File: src/sei_pkg.sv
// Constants and types for the serial EEPROM command interface
package sei_pkg;
   localparam int          WORD_W       = 16;
   localparam int          ADDR_W       = 6;
   localparam int          DEPTH        = 64;
   localparam int          CMD_BITS     = 8;
   localparam logic [1:0]  OPC_READ     = 2'h2;
   localparam logic [1:0]  OPC_WRITE    = 2'h1;
   localparam logic [1:0]  OPC_ERASE    = 2'h3;
   localparam logic [1:0]  OPC_EXT      = 2'h0;
   localparam logic [1:0]  EXT_WEN      = 2'h3;
   localparam logic [1:0]  EXT_WR_ALL   = 2'h1;
   localparam logic [1:0]  EXT_DISABLE  = 2'h0;
   localparam logic [1:0]  EXT_ER_ALL   = 2'h2;
   localparam logic [15:0] ERASED_WORD  = 16'hffff;
   localparam logic        DUMMY_BIT    = 1'h0;
   localparam logic        READY_LVL    = 1'h1;
   localparam logic        BUSY_LVL     = 1'h0;
   localparam int          PROG_TIME_MS = 10;
   localparam int          CLK_FREQ_MHZ = 200;
   localparam int          PROG_CYCLES  = PROG_TIME_MS * 1000 * CLK_FREQ_MHZ;

   typedef enum logic [2:0] {
      ST_IDLE = 3'h0,
      ST_CMD  = 3'h1,
      ST_READ = 3'h2,
      ST_DATA = 3'h3,
      ST_DONE = 3'h4
   } sei_state_e;

   typedef enum logic [1:0] {
      PK_WORD_WR = 2'h0,
      PK_WORD_ER = 2'h1,
      PK_ALL_WR  = 2'h2,
      PK_ALL_ER  = 2'h3
   } sei_prog_e;
endpackage

File: src/sei_top.sv
// Serial EEPROM command decoder, read streamer and program sequencer
`timescale 1ns/100ps
`default_nettype none
module sei_top #(
   parameter int PROG_CYCLES = sei_pkg::PROG_CYCLES
) (
   input  wire logic CORE_CLK_I,
   input  wire logic RESET_N_I,
   input  wire logic CHIP_SELECT_I,
   input  wire logic SERIAL_CLOCK_LINE_I,
   input  wire logic DATA_IN_I,
   output logic      DOUT_O,
   output logic      DOUT_OE_O,
   output logic      BUSY_O,
   output logic      STANDBY_O,
   output logic      WRITE_EN_O
);
   localparam int WW  = sei_pkg::WORD_W;
   localparam int AW  = sei_pkg::ADDR_W;
   localparam int PCW = $clog2(PROG_CYCLES);

   // Programming must outlast the write-all sweep
   if (PROG_CYCLES < sei_pkg::DEPTH + 2) begin : g_chk
      $error("PROG_CYCLES too small for the array sweep");
   end

   // Three-stage pin synchronisers and filtered levels
   logic [2:0] cs_s_ff;
   logic [2:0] sclk_s_ff;
   logic [2:0] di_s_ff;
   logic       cs_lvl_ff;
   logic       sclk_lvl_ff;
   logic       di_lvl_ff;
   wire        cs_lvl_nxt = (cs_s_ff[1] == cs_s_ff[2]) ? cs_s_ff[2] : cs_lvl_ff;
   wire        sclk_lvl_nxt = (sclk_s_ff[1] == sclk_s_ff[2]) ? sclk_s_ff[2] : sclk_lvl_ff;
   wire        di_lvl_nxt = (di_s_ff[1] == di_s_ff[2]) ? di_s_ff[2] : di_lvl_ff;

   always_ff @(posedge CORE_CLK_I or negedge RESET_N_I) begin
      if (!RESET_N_I) begin
         cs_s_ff   <= 3'h0;
         sclk_s_ff <= 3'h0;
         di_s_ff   <= 3'h0;
         cs_lvl_ff <= 1'h0;
         sclk_lvl_ff <= 1'h0;
         di_lvl_ff <= 1'h0;
      end else begin
         cs_s_ff   <= {cs_s_ff[1:0], CHIP_SELECT_I};
         sclk_s_ff <= {sclk_s_ff[1:0], SERIAL_CLOCK_LINE_I};
         di_s_ff   <= {di_s_ff[1:0], DATA_IN_I};
         cs_lvl_ff <= cs_lvl_nxt;
         sclk_lvl_ff <= sclk_lvl_nxt;
         di_lvl_ff <= di_lvl_nxt;
      end
   end

   // Edge events; bits count only on a selected rising clock
   wire sclk_rise = sclk_lvl_nxt & ~sclk_lvl_ff;
   wire cs_fall   = ~cs_lvl_nxt & cs_lvl_ff;
   wire bit_stb   = sclk_rise & cs_lvl_ff;

   // Registers of the command path
   sei_pkg::sei_state_e state_ff;
   sei_pkg::sei_state_e nxt_state;
   sei_pkg::sei_prog_e  pend_kind_ff;
   logic [6:0]          cmd_sr_ff;
   logic [2:0]          cmd_cnt_ff;
   logic [WW-1:0]       data_sr_ff;
   logic [4:0]          data_cnt_ff;
   logic [AW-1:0]       pend_addr_ff;
   logic                pend_ok_ff;
   logic                wel_ff;
   logic                busy_ff;
   logic                stat_ff;

   // Command word as it completes on the eighth bit
   wire [7:0]    cmd_word = {cmd_sr_ff, di_lvl_ff};
   wire [1:0]    cmd_opc  = cmd_word[7:6];
   wire [1:0]    cmd_ext  = cmd_word[5:4];
   wire [AW-1:0] cmd_addr = cmd_word[5:0];
   wire          cmd_done = bit_stb && (state_ff == sei_pkg::ST_CMD)
                            && (cmd_cnt_ff == 3'(sei_pkg::CMD_BITS - 1));

   // Opcode decode
   wire is_ext   = (cmd_opc == sei_pkg::OPC_EXT);
   wire dec_read = cmd_done && (cmd_opc == sei_pkg::OPC_READ);
   wire dec_wr   = cmd_done && (cmd_opc == sei_pkg::OPC_WRITE);
   wire dec_er   = cmd_done && (cmd_opc == sei_pkg::OPC_ERASE);
   wire dec_wen  = cmd_done && is_ext && (cmd_ext == sei_pkg::EXT_WEN);
   wire dec_program_all_words_cmd = cmd_done && is_ext
                                    && (cmd_ext == sei_pkg::EXT_WR_ALL);
   wire dec_disable_programming_cmd = cmd_done && is_ext
                                      && (cmd_ext == sei_pkg::EXT_DISABLE);
   wire dec_erase_all_words_cmd = cmd_done && is_ext
                                  && (cmd_ext == sei_pkg::EXT_ER_ALL);

   // Data phase counts saturate at one word
   wire       data_stb     = bit_stb && (state_ff == sei_pkg::ST_DATA);
   wire [4:0] data_cnt_inc = (data_cnt_ff == 5'(WW)) ? data_cnt_ff : data_cnt_ff + 5'h01;

   // Next state of the command sequencer
   always_comb begin
      nxt_state = state_ff;
      case (state_ff)
         sei_pkg::ST_IDLE: begin
            if (bit_stb && di_lvl_ff && !busy_ff) begin
               nxt_state = sei_pkg::ST_CMD;
            end
         end
         sei_pkg::ST_CMD: begin
            if (dec_read) begin
               nxt_state = sei_pkg::ST_READ;
            end else if (dec_wr || dec_program_all_words_cmd) begin
               nxt_state = sei_pkg::ST_DATA;
            end else if (cmd_done) begin
               nxt_state = sei_pkg::ST_DONE;
            end
         end
         sei_pkg::ST_READ: nxt_state = sei_pkg::ST_READ;
         sei_pkg::ST_DATA: nxt_state = sei_pkg::ST_DATA;
         sei_pkg::ST_DONE: nxt_state = sei_pkg::ST_DONE;
         default:          nxt_state = sei_pkg::ST_IDLE;
      endcase
      if (cs_fall || !cs_lvl_ff) begin
         nxt_state = sei_pkg::ST_IDLE;
      end
   end

   // Programming engine
   logic [PCW-1:0] prog_cnt_ff;
   logic           mem_we_ff;
   logic [AW-1:0]  mem_wa_ff;
   logic [WW-1:0]  mem_wd_ff;
   logic [AW-1:0]  sweep_left_ff;
   wire            start_prog = cs_fall && pend_ok_ff && !busy_ff;
   wire            prog_end   = busy_ff && (prog_cnt_ff == PCW'(PROG_CYCLES - 1));
   wire            kind_all   = (pend_kind_ff == sei_pkg::PK_ALL_WR)
                                || (pend_kind_ff == sei_pkg::PK_ALL_ER);
   wire            kind_erase = (pend_kind_ff == sei_pkg::PK_WORD_ER)
                                || (pend_kind_ff == sei_pkg::PK_ALL_ER);

   // Shift-in, decode and pending program request
   always_ff @(posedge CORE_CLK_I or negedge RESET_N_I) begin
      if (!RESET_N_I) begin
         state_ff     <= sei_pkg::ST_IDLE;
         cmd_sr_ff    <= 7'h00;
         cmd_cnt_ff   <= 3'h0;
         data_sr_ff   <= 16'h0000;
         data_cnt_ff  <= 5'h00;
         pend_addr_ff <= 6'h00;
         pend_kind_ff <= sei_pkg::PK_WORD_WR;
         pend_ok_ff   <= 1'h0;
         wel_ff       <= 1'h0;
      end else begin
         state_ff <= nxt_state;
         if (state_ff == sei_pkg::ST_IDLE) begin
            cmd_cnt_ff <= 3'h0;
         end else if (bit_stb && state_ff == sei_pkg::ST_CMD) begin
            cmd_sr_ff  <= cmd_word[6:0];
            cmd_cnt_ff <= cmd_cnt_ff + 3'h1;
         end
         if (dec_wen) begin
            wel_ff <= 1'h1;
         end else if (dec_disable_programming_cmd) begin
            wel_ff <= 1'h0;
         end
         if (cmd_done) begin
            pend_addr_ff <= cmd_addr;
            data_cnt_ff  <= 5'h00;
            pend_ok_ff   <= (dec_er || dec_erase_all_words_cmd) && wel_ff;
            if (dec_wr) begin
               pend_kind_ff <= sei_pkg::PK_WORD_WR;
            end else if (dec_er) begin
               pend_kind_ff <= sei_pkg::PK_WORD_ER;
            end else if (dec_program_all_words_cmd) begin
               pend_kind_ff <= sei_pkg::PK_ALL_WR;
            end else begin
               pend_kind_ff <= sei_pkg::PK_ALL_ER;
            end
         end else if (data_stb) begin
            data_sr_ff  <= {data_sr_ff[WW-2:0], di_lvl_ff};
            data_cnt_ff <= data_cnt_inc;
            pend_ok_ff  <= wel_ff && (data_cnt_inc == 5'(WW));
         end else if (cs_fall) begin
            pend_ok_ff <= 1'h0;
         end
      end
   end

   // Self-timed cycle: one write per core cycle, then wait out the timer
   always_ff @(posedge CORE_CLK_I or negedge RESET_N_I) begin
      if (!RESET_N_I) begin
         busy_ff       <= 1'h0;
         prog_cnt_ff   <= '0;
         mem_we_ff     <= 1'h0;
         mem_wa_ff     <= 6'h00;
         mem_wd_ff     <= 16'h0000;
         sweep_left_ff <= 6'h00;
      end else begin
         if (start_prog) begin
            busy_ff       <= 1'h1;
            prog_cnt_ff   <= '0;
            mem_we_ff     <= 1'h1;
            mem_wa_ff     <= kind_all ? 6'h00 : pend_addr_ff;
            mem_wd_ff     <= kind_erase ? sei_pkg::ERASED_WORD : data_sr_ff;
            sweep_left_ff <= kind_all ? 6'(sei_pkg::DEPTH - 1) : 6'h00;
         end else begin
            if (busy_ff) begin
               prog_cnt_ff <= prog_cnt_ff + PCW'(1);
            end
            if (prog_end) begin
               busy_ff <= 1'h0;
            end
            if (mem_we_ff && sweep_left_ff != 6'h00) begin
               mem_wa_ff     <= mem_wa_ff + 6'h01;
               sweep_left_ff <= sweep_left_ff - 6'h01;
            end else begin
               mem_we_ff <= 1'h0;
            end
         end
      end
   end

   // Status flag: a new cycle beats any clear in the same clock
   always_ff @(posedge CORE_CLK_I or negedge RESET_N_I) begin
      if (!RESET_N_I) begin
         stat_ff <= 1'h0;
      end else if (start_prog) begin
         stat_ff <= 1'h1;
      end else if (prog_end && !cs_lvl_ff) begin
         stat_ff <= 1'h0;
      end else if (bit_stb && di_lvl_ff) begin
         stat_ff <= 1'h0;
      end else if (cs_fall && !busy_ff) begin
         stat_ff <= 1'h0;
      end
   end

   // Read streamer
   logic [WW-1:0] rd_sr_ff;
   logic [3:0]    rd_cnt_ff;
   logic [AW-1:0] rd_addr_ff;
   logic          rd_req_ff;
   logic          rd_load_ff;
   logic          rd_bit_ff;
   logic [WW-1:0] mem_q;
   wire           rd_stb  = bit_stb && (state_ff == sei_pkg::ST_READ);
   wire           rd_last = rd_stb && (rd_cnt_ff == 4'hf);

   always_ff @(posedge CORE_CLK_I or negedge RESET_N_I) begin
      if (!RESET_N_I) begin
         rd_sr_ff   <= 16'h0000;
         rd_cnt_ff  <= 4'h0;
         rd_addr_ff <= 6'h00;
         rd_req_ff  <= 1'h0;
         rd_load_ff <= 1'h0;
         rd_bit_ff  <= 1'h0;
      end else begin
         rd_req_ff  <= dec_read || rd_last;
         rd_load_ff <= rd_req_ff;
         if (dec_read) begin
            rd_addr_ff <= cmd_addr;
            rd_bit_ff  <= sei_pkg::DUMMY_BIT;
         end else if (rd_stb) begin
            rd_bit_ff <= rd_sr_ff[WW-1];
            rd_sr_ff  <= {rd_sr_ff[WW-2:0], 1'h0};
            rd_cnt_ff <= rd_cnt_ff + 4'h1;
            if (rd_last) begin
               rd_addr_ff <= rd_addr_ff + 6'h01;
            end
         end
         if (rd_load_ff) begin
            rd_sr_ff  <= mem_q;
            rd_cnt_ff <= 4'h0;
         end
      end
   end

   // Word array
   sei_word_mem #(
      .WORD_W (WW),
      .ADDR_W (AW)
   ) u_mem (
      .clk_i   (CORE_CLK_I),
      .we_i    (mem_we_ff),
      .waddr_i (mem_wa_ff),
      .wdata_i (mem_wd_ff),
      .re_i    (rd_req_ff),
      .raddr_i (rd_addr_ff),
      .rdata_o (mem_q)
   );

   // Output selection: read data, else status, else released
   wire show_rd   = (state_ff == sei_pkg::ST_READ) && cs_lvl_ff;
   wire show_stat = stat_ff && cs_lvl_ff && !show_rd;
   wire nxt_oe    = show_rd || show_stat;
   wire nxt_dout  = show_rd ? rd_bit_ff
                  : show_stat ? (busy_ff ? sei_pkg::BUSY_LVL : sei_pkg::READY_LVL) : 1'h0;

   always_ff @(posedge CORE_CLK_I or negedge RESET_N_I) begin
      if (!RESET_N_I) begin
         DOUT_O     <= 1'h0;
         DOUT_OE_O  <= 1'h0;
         BUSY_O     <= 1'h0;
         STANDBY_O  <= 1'h0;
         WRITE_EN_O <= 1'h0;
      end else begin
         DOUT_O     <= nxt_dout;
         DOUT_OE_O  <= nxt_oe;
         BUSY_O     <= busy_ff;
         STANDBY_O  <= !cs_lvl_ff && !busy_ff;
         WRITE_EN_O <= wel_ff;
      end
   end
endmodule
`default_nettype wire

File: src/sei_word_mem.sv
// Word array with one write port and a registered read port
`timescale 1ns/100ps
`default_nettype none
module sei_word_mem #(
   parameter int WORD_W = 16,
   parameter int ADDR_W = 6
) (
   input  wire logic              clk_i,
   input  wire logic              we_i,
   input  wire logic [ADDR_W-1:0] waddr_i,
   input  wire logic [WORD_W-1:0] wdata_i,
   input  wire logic              re_i,
   input  wire logic [ADDR_W-1:0] raddr_i,
   output logic      [WORD_W-1:0] rdata_o
);
   logic [WORD_W-1:0] mem_ff [0:(1<<ADDR_W)-1];

   // Refuse shapes the array cannot hold
   if (WORD_W < 1 || ADDR_W < 1) begin : g_chk
      $error("sei_word_mem needs positive widths");
   end

   // Write and registered read
   always_ff @(posedge clk_i) begin
      if (we_i) begin
         mem_ff[waddr_i] <= wdata_i;
      end
      if (re_i) begin
         rdata_o <= mem_ff[raddr_i];
      end
   end
endmodule
`default_nettype wire
File: config.mk
export PLATFORM = sky130hd
export DESIGN_NAME = sei_top
export DESIGN_NICKNAME = d
export VERILOG_FILES = /design/src/sei_pkg.sv /design/src/sei_top.sv /design/src/sei_word_mem.sv
export SDC_FILE = /design/constraint.sdc
export NUM_CORES = 1
export LEC_CHECK = 0
export BUFFER_PORTS_ARGS = -buffer_cell sky130_fd_sc_hd__buf_4
export CORE_ASPECT_RATIO = 0.8
export CORE_MARGIN = 5
export CORE_UTILIZATION = 63
export DETAILED_ROUTE_END_ITERATION = 6
export GPL_ROUTABILITY_DRIVEN = 1
export PLACE_DENSITY = 0.79
export SYNTH_ARGS = -nofsm -noshare
export SYNTH_HDL_FRONTEND = slang
export SYNTH_SLANG_ARGS = --single-unit
export TNS_END_PERCENT = 5
File: constraint.sdc
create_clock -name CORE_CLK_I -period 3.2 [get_ports CORE_CLK_I]
set_clock_uncertainty 0.05 [all_clocks]
set_input_delay 0.32 -clock CORE_CLK_I [delete_from_list [all_inputs] [get_ports CORE_CLK_I]]
set_output_delay 0.32 -clock CORE_CLK_I [all_outputs]
set_load 0.01 [all_outputs]
==> summary.md, run 1 <==
| Metric | Value |
|---|---|
| Status | finished clean |
| Register area share after synthesis | 74.9% |
| CTS tree | done |
| # IOs | 10 |
| DIE WIDTH | 314 um |
| First-pass GRT wire length | 169,000 um |
| End point of the critical path | u_mem.rdata_o[4] |
| Initial antenna violation count | 2 |
| Max Cap Viol | 0 |
| Reg-to-reg critical path startpoint | rd_addr_ff[0] |
| Root Buffer | clkbuf_16 |
| GP Congestion | 0.907 |
| Setup crit start kind | flop |
| Row cnt | 89 |
| Mapped Nets | 2,564 |
| Syn Area/Cell | 18.2 sq um |
| Remaining Overflow, GRT | 0 |
| Peak VDD IR | 0.425 mV |
| Finished Cell Area | 0.0518 sq mm |
| IO Port Bufs | 9 |
| Slew HR | 14.5% |
| Setup crit start | rd_addr_ff[0] |
| WP data required | 3.58 ns |
| Pre-CTS setup slack | 0.331 ns |
| Post-Route Utilization | 70.6% |
| Fin crit period | 3.00 ns |
| Total core area | 0.0734 sq mm |
| CTS Buffer Depth | 3 |
| Worst Max-Slew Pin Slew | 1.28 ns |
| Layout cell share with drive strength beyond 1 | 19.8% |
| Final antenna-violating net count | 0 |
| Drt pass-1 iters | 6 |
| WP data arrival | 3.38 ns |
| Vias in the first global route | 25,372 |
| Via count | 25,751 |
| Slew Limit Fails | 0 |
| Most frequent cells in the layout | edfxtp_1, mux2i_1, buf_4 |
| Worst-path fanout max | 43 |
| Nets | 2,718 |
| Area of the mapped netlist | 0.0465 sq mm |
| Synth Warn # | 0 |
| Fmax | 333 MHz |
| Layout area overhead | 11.5% |
| RSZ-0062 raised after global routing | no |
| DIE AREA | 0.0793 sq mm |
| Synth Instances | 2,549 |
| Final setup viols | 0 |
| Period utilization | 93.9% |
| Setup tns final | 0 ns |
| Total wire length | 115,000 um |
| R2R Setup Slk | 0.20 ns |
| LEAKAGE | 14.4 nW |
| GRT Total Usage | 29.2% |
| Critical path endpoint category | flop |
| Most common cell after layout, fill and taps aside | edfxtp_1 |
| Netlist cell types | 71 |
| Clock-pin slew on the worst setup and hold paths | 0.06 ns |
| TritonCTS Sinks | 1,182 |
| Residual DRC | 0 |
| Vias per cell | 6.87 |
| Largest net degree at the start of global routing | 89 |
| Number of synthesized flops with an enable pin | 1,040 |
| Routed len/inst | 30.6 um |
| DR iter-0 viols | 3,612 |
| DP Area | 0.0484 sq mm |
| Reg2Reg Depth | 6 |
| Die Span Y | 253 um |
| Async set-reset flop share out of synthesis | 12.0% |
| Dpl hpwl | 70,500 um |
| Worst skew pair latency | 0.68 ns |
| CTS buffer count | 107 |
| H-tree Lvls | 3 |
| Crit path kind | flop to flop |
| HP Class | primary input to async pin |
| Total setup buffers inserted after CTS | 0 |
| Post-synth top flop | edfxtp_1 |
| Hold Fails Final Rpt | 0 |
| Critical R2R Capture | u_mem.rdata_o[4] |
| Initial Util | 63.3% |
| PD cells | 557 mW/mm^2 |
| Setup ws final | 0.195 ns |
| #FFs+latches synth | 1,182 |
==> registers in the layout, indices dropped and copies added, names as in the netlist, 2 cells and up <==
| register | count |
|---|---|
| u_mem.mem_ff | 1024 |
| cs_s_ff | 3 |
| sweep_left_ff | 6 |
| mem_wa_ff | 6 |
| cmd_sr_ff | 7 |
| sclk_s_ff | 3 |
| pend_kind_ff | 2 |
| di_s_ff | 3 |
| rd_sr_ff | 16 |
| state_ff | 3 |
| rd_addr_ff | 6 |
| prog_cnt_ff | 21 |
| data_sr_ff | 16 |
| pend_addr_ff | 6 |
| mem_wd_ff | 16 |
| rd_cnt_ff | 4 |
| u_mem.rdata_o | 16 |
| cmd_cnt_ff | 3 |
| data_cnt_ff | 5 |
==> area by class of cell <==
cell class,instances,area (sq um)
clock inverter,60,419
timing repair buffer,196,1710
fill,4337,21600
inverter,16,60.1
clock buffer,138,2890
sequential,1182,34800
tap,955,1190
antenna,1,2.50
multi-input combinational,1200,10700
==> how the worst min path moves through the flow <==
stage                          end  cells after the start
floorplan                   BUSY_O                      0
global placement        cs_s_ff[1]                      0
finish              prog_cnt_ff[9]                      2
detailed placement    sclk_s_ff[1]                      0
global route            di_s_ff[0]                      2
CTS                  data_sr_ff[6]                      2
==> synth_stat cells, types with 5 or more instances <==
cell	number	area share, %
a211oi_1	17	0.27
a21o_1	12	0.19
a21oi_1	69	0.74
a221oi_1	44	0.83
a221oi_2	9	0.29
a22o_1	5	0.094
a22oi_1	28	0.45
and2_1	6	0.081
and3_1	5	0.067
and4_1	5	0.094
buf_1	5	0.040
buf_12	7	0.30
buf_2	37	0.40
buf_4	8	0.13
buf_6	21	0.51
clkbuf_1	70	0.57
dfrtp_1	142	7.6
edfxtp_1	1040	67
ha_1	10	0.27
inv_1	14	0.11
mux2_2	18	0.44
mux2i_1	246	5.3
mux4_2	146	7.1
nand2_1	149	1.2
nand2b_1	6	0.081
nand3_1	28	0.30
nand3b_1	5	0.081
nand4_1	12	0.16
nor2_1	102	0.82
nor2b_1	9	0.12
nor3_1	13	0.14
o211ai_1	6	0.097
o21ai_0	85	0.92
o21ai_1	20	0.22
o221ai_1	45	0.85
o22ai_1	20	0.27
xnor2_1	6	0.11
xor2_1	13	0.25
==> per-layer routing <==
layer | global-route usage, % | routed length, um | vias to the layer above
li1 | - | - | 10542
met1 | 41.8 | 42800 | 13153
met2 | 43.4 | 51800 | 1784
met3 | 10.1 | 16300 | 270
met4 | 8.80 | 3890 | 2
met5 | 0 | 16 | -
==> stage by stage <==
stage	hold WS, ns	instances	total power (W)
after floorplan	-0.0256	2549	0.0169
after global placement	0.284	3545	0.0170
after detailed placement	0.289	3545	0.0170
after CTS	0.228	3747	0.0289
after global routing	0.249	3747	0.0296
final	0.237	3748	0.0288
==> power breakdown <==
| part | switching [W] | internal (W) |
|---|---|---|
| Sequential | 0.0000210 | 0.0166 |
| Combinational | 0.0000527 | 0.0000217 |
| Clock | 0.00549 | 0.00669 |
| Total | 0.00556 | 0.0233 |
==> logic make-up after synthesis <==
family | Yosys count | share of synthesized area, %
flip-flops | 1182 | 74.9
multiplexers | 410 | 12.8
AO/OA/AOI/OAI | 395 | 5.87
AND/OR/NAND/NOR | 364 | 3.59
buffers and inverters | 167 | 2.17
XOR/XNOR | 19 | 0.358
adder cells (fa/ha/maj) | 12 | 0.312
==> worst max-delay path, cell delays in order, from the launching register on <==
cell	delay, ns
dfrtp_4	0.49
buf_12	0.33
buf_4	0.36
mux4_2	0.53
o21ai_0	0.68
a221oi_2	0.10
a21o_1	0.20
==> timing repair <==
action / in CTS / in global routing
hold endpoints to repair: 90 / 0
resized for setup: 0 / 0
hold buffers: 4 / 0
No activity file was read; power rests on OpenSTA's default activity.
==> run 2: changes to the inputs <==
- PLACE_DENSITY: 0.79 -> not set
- PLACE_DENSITY_LB_ADDON: not set -> 0.2
==> run 2 against run 1 <==
Net effect: critical path depth is 1 lower; die area stayed put; final cell count is 1.0% higher; cell area is 1.4% higher; first-iteration DRC count is 5.1% higher; sequential power hardly changed; largest power group unchanged; via count hardly changed; sequential cell count stayed put; sequential share of layout area is 0.91 points lower; highest routed layer unchanged; setup slack worse by 0.068 ns.
==> summary.md, run 2 (synthesized netlist as in run 1, its figures left out) <==
| Metric | Value |
|---|---|
| Most frequent cells in the layout | edfxtp_1, mux2i_1, buf_4 (unchanged) |
| M2 GR Usage | 45.0% (was 43.4%) |
| Comb pwr share | 0.3% (about the same) |
| Post-Route Utilization | 71.5% (was 70.6%) |
| Vias in the first global route | 25,093 (was 25,372) |
| TritonCTS Sinks | 1,182 (unchanged) |
| Regs by FF count | u_mem.mem_ff (1024), prog_cnt_ff (21) (unchanged) |
| H-tree Lvls | 3 (unchanged) |
| Switching Share | 18.9% (was 19.3%) |
| Clock-pin slew on the worst setup and hold paths | 0.07 ns (was 0.06 ns) |
| Fin crit period | 3.07 ns (was 3.00 ns) |
| Sequential power share | 55.5% (was 57.5%) |
| Max Cap Viol | 0 (unchanged) |
| Row cnt | 89 (unchanged) |
| WP data required | 3.56 ns (was 3.58 ns) |
| CP Cell Sequence | buf_12 > mux4_2 > a22o_1 > a211oi_1 > o21ai_1 (was buf_12 > buf_4 > mux4_2 > o21ai_0 > a221oi_2 > a21o_1) |
| Global Route met3 Usage | 8.72% (was 10.1%) |
| Global route hottest layer | met2 (unchanged) |
| GRT Total Usage | 29.9% (was 29.2%) |
| Internal | 0.0242 W (was 0.0233 W) |
| Most common cell after layout, fill and taps aside | edfxtp_1 (unchanged) |
| LEAKAGE | 14.7 nW (was 14.4 nW) |
| Total core area | 0.0734 sq mm (unchanged) |
| Met1 usage | 44.7% (was 41.8%) |
| Setup tns final | 0 ns (unchanged) |
| Final antenna-violating net count | 0 (unchanged) |
| # IOs | 10 (unchanged) |
| Largest net degree at the start of global routing | 100 (was 89) |
| Drt pass-1 iters | 6 (unchanged) |
| Slew HR | 15.7% (was 14.5%) |
| HP Class | primary input to async pin (unchanged) |
| Total wire length | 118,000 um (was 115,000 um) |
| Layout cell share with drive strength beyond 1 | 21.1% (was 19.8%) |
| Status | finished clean (unchanged) |
| Max reg flops | 1,024 (unchanged) |
| Initial antenna violation count | 2 (unchanged) |
| Reg-to-reg critical path startpoint | rd_addr_ff[1] (was rd_addr_ff[0]) |
| Most flops, register | u_mem.mem_ff (unchanged) |
| Clk pwr share | 44.3% (was 42.2%) |
| Setup crit start kind | flop (unchanged) |
| Period utilization | 96.0% (was 93.9%) |
| DR iter-0 viols | 3,798 (was 3,612) |
| R2R Setup Slk | 0.13 ns (was 0.20 ns) |
| Worst skew pair latency | 0.68 ns (about the same) |
| Peak VDD IR | 0.486 mV (was 0.425 mV) |
| Dpl hpwl | 73,000 um (was 70,500 um) |
| Critical R2R Capture | u_mem.rdata_o[6] (was u_mem.rdata_o[4]) |
| Tot Pwr | 0.0299 W (was 0.0288 W) |
| GP Congestion | 0.907 (about the same) |
| Residual DRC | 0 (unchanged) |
| Remaining Overflow, GRT | 0 (unchanged) |
| Crit path kind | flop to flop (unchanged) |
| Reg2Reg Depth | 5 (was 6) |
| Root Buffer | clkbuf_16 (unchanged) |
| Layout area overhead | 13.0% (was 11.5%) |
| Psw | 0.00564 W (was 0.00556 W) |
| Final setup viols | 0 (unchanged) |
| CP peak stage delay | 0.84 ns (was 0.68 ns) |
| WP data arrival | 3.44 ns (was 3.38 ns) |
| DP Cell Count | 3,573 (was 3,545) |
| Critical path endpoint category | flop (unchanged) |
| DIE WIDTH | 314 um (unchanged) |
| Via count | 25,775 (was 25,751) |
| CTS tree | done (unchanged) |
| Routed len/inst | 31.2 um (was 30.6 um) |
| Die Span Y | 253 um (unchanged) |
| IO Port Bufs | 9 (unchanged) |
| Worst-path fanout max | 59 (was 43) |
| Post-CTS sizing | 0 (unchanged) |
| CTS buffer count | 108 (was 107) |
| Hold Fails Final Rpt | 0 (unchanged) |
| CP max-delay cell | a211oi_1 (was o21ai_0) |
| Vias per cell | 6.81 (was 6.87) |
| Nets | 2,753 (was 2,718) |
| DIE AREA | 0.0793 sq mm (unchanged) |
| Setup ws final | 0.127 ns (was 0.195 ns) |
| Worst Max-Slew Pin Slew | 1.26 ns (was 1.28 ns) |
| RSZ-0062 raised after global routing | no (unchanged) |
| CTS Buffer Depth | 3 (unchanged) |
| Pre-CTS setup slack | 0.0795 ns (was 0.331 ns) |
| Initial Util | 63.3% (unchanged) |
| First-pass GRT wire length | 172,000 um (was 169,000 um) |
| Layout Cells excl Fill | 3,786 (was 3,748) |
| Fmax | 325 MHz (was 333 MHz) |
| PD cells | 569 mW/mm^2 (was 557 mW/mm^2) |
| Slew Limit Fails | 0 (unchanged) |
==> run 2: changes by cell type in the layout (fill, tap and decap cells not counted), sizes merged <==
| cell | previous run | this run |
|---|---|---|
| buf | 192 | 226 |
| clkinv | 51 | 39 |
| bufinv | 4 | 15 |
| clkinvlp | 2 | 7 |
| clkbuf | 138 | 139 |
| inv | 19 | 18 |
==> run 2: what timing repair did <==
action                                 4_1_cts  5_1_grt
endpoints found under the hold margin      100        0
hold buffers                                 4        0
setup endpoints to repair                    0        1
setup buffers                                0        6
==> run 2: per-layer routing <==
layer / share of wire (%) / routed length (um) / vias up
li1: - / - / 10637
met1: 40 / 47200 / 13359
met2: 46 / 53900 / 1581
met3: 12 / 14100 / 196
met4: 2.4 / 2810 / 2
met5: 0.011 / 13 / -
==> run 2: area by class of cell <==
type                       count  area, sq um
fill                        4311        20900
tap                          955         1190
timing repair buffer         230         2080
clock buffer                 139         2920
sequential                  1182        34800
inverter                      16         60.1
antenna                        1         2.50
clock inverter                63          727
multi-input combinational   1200        10700
==> run 2: critical path, delay by kind of cell (launching register included) <==
kind	cells	cell delay, ns
AO/OA/AOI/OAI	3	1.25
flip-flops	1	0.68
buffers and inverters	1	0.39
multiplexers	1	0.38
==> run 2: worst max-delay path by stage <==
| stage | from | endpoint | slack, ns | cells past startpoint |
|---|---|---|---|---|
| after floorplan | mem_wa_ff[3] | u_mem.mem_ff[41][0] | 0.64 | 4 |
| after global placement | rd_addr_ff[0] | u_mem.rdata_o[6] | 0.11 | 5 |
| after detailed placement | rd_addr_ff[0] | u_mem.rdata_o[1] | 0.08 | 7 |
| after CTS | rd_addr_ff[0] | u_mem.rdata_o[1] | 0.09 | 7 |
| after global routing | rd_addr_ff[1] | u_mem.rdata_o[6] | 0.14 | 5 |
| final | rd_addr_ff[1] | u_mem.rdata_o[6] | 0.13 | 5 |
==> run 2: per-stage QoR <==
stage	hold WS, ns	instance area, sq um
2_1_floorplan	-0.0256	46500
4_1_cts	0.217	52400
3_3_place_gp	0.283	48700
6_report	0.243	52500
5_1_grt	0.239	52500
3_5_place_dp	0.285	48700
==> run 2: power groups by stage <==
stage          sequential, W  combinational (W)  clock (W)
4_1_cts               0.0166          0.0000789     0.0133
2_1_floorplan         0.0169          0.0000274          0
3_5_place_dp          0.0169          0.0000742          0
6_report              0.0166          0.0000769     0.0132
3_3_place_gp          0.0169          0.0000715          0
5_1_grt               0.0166          0.0000881     0.0140
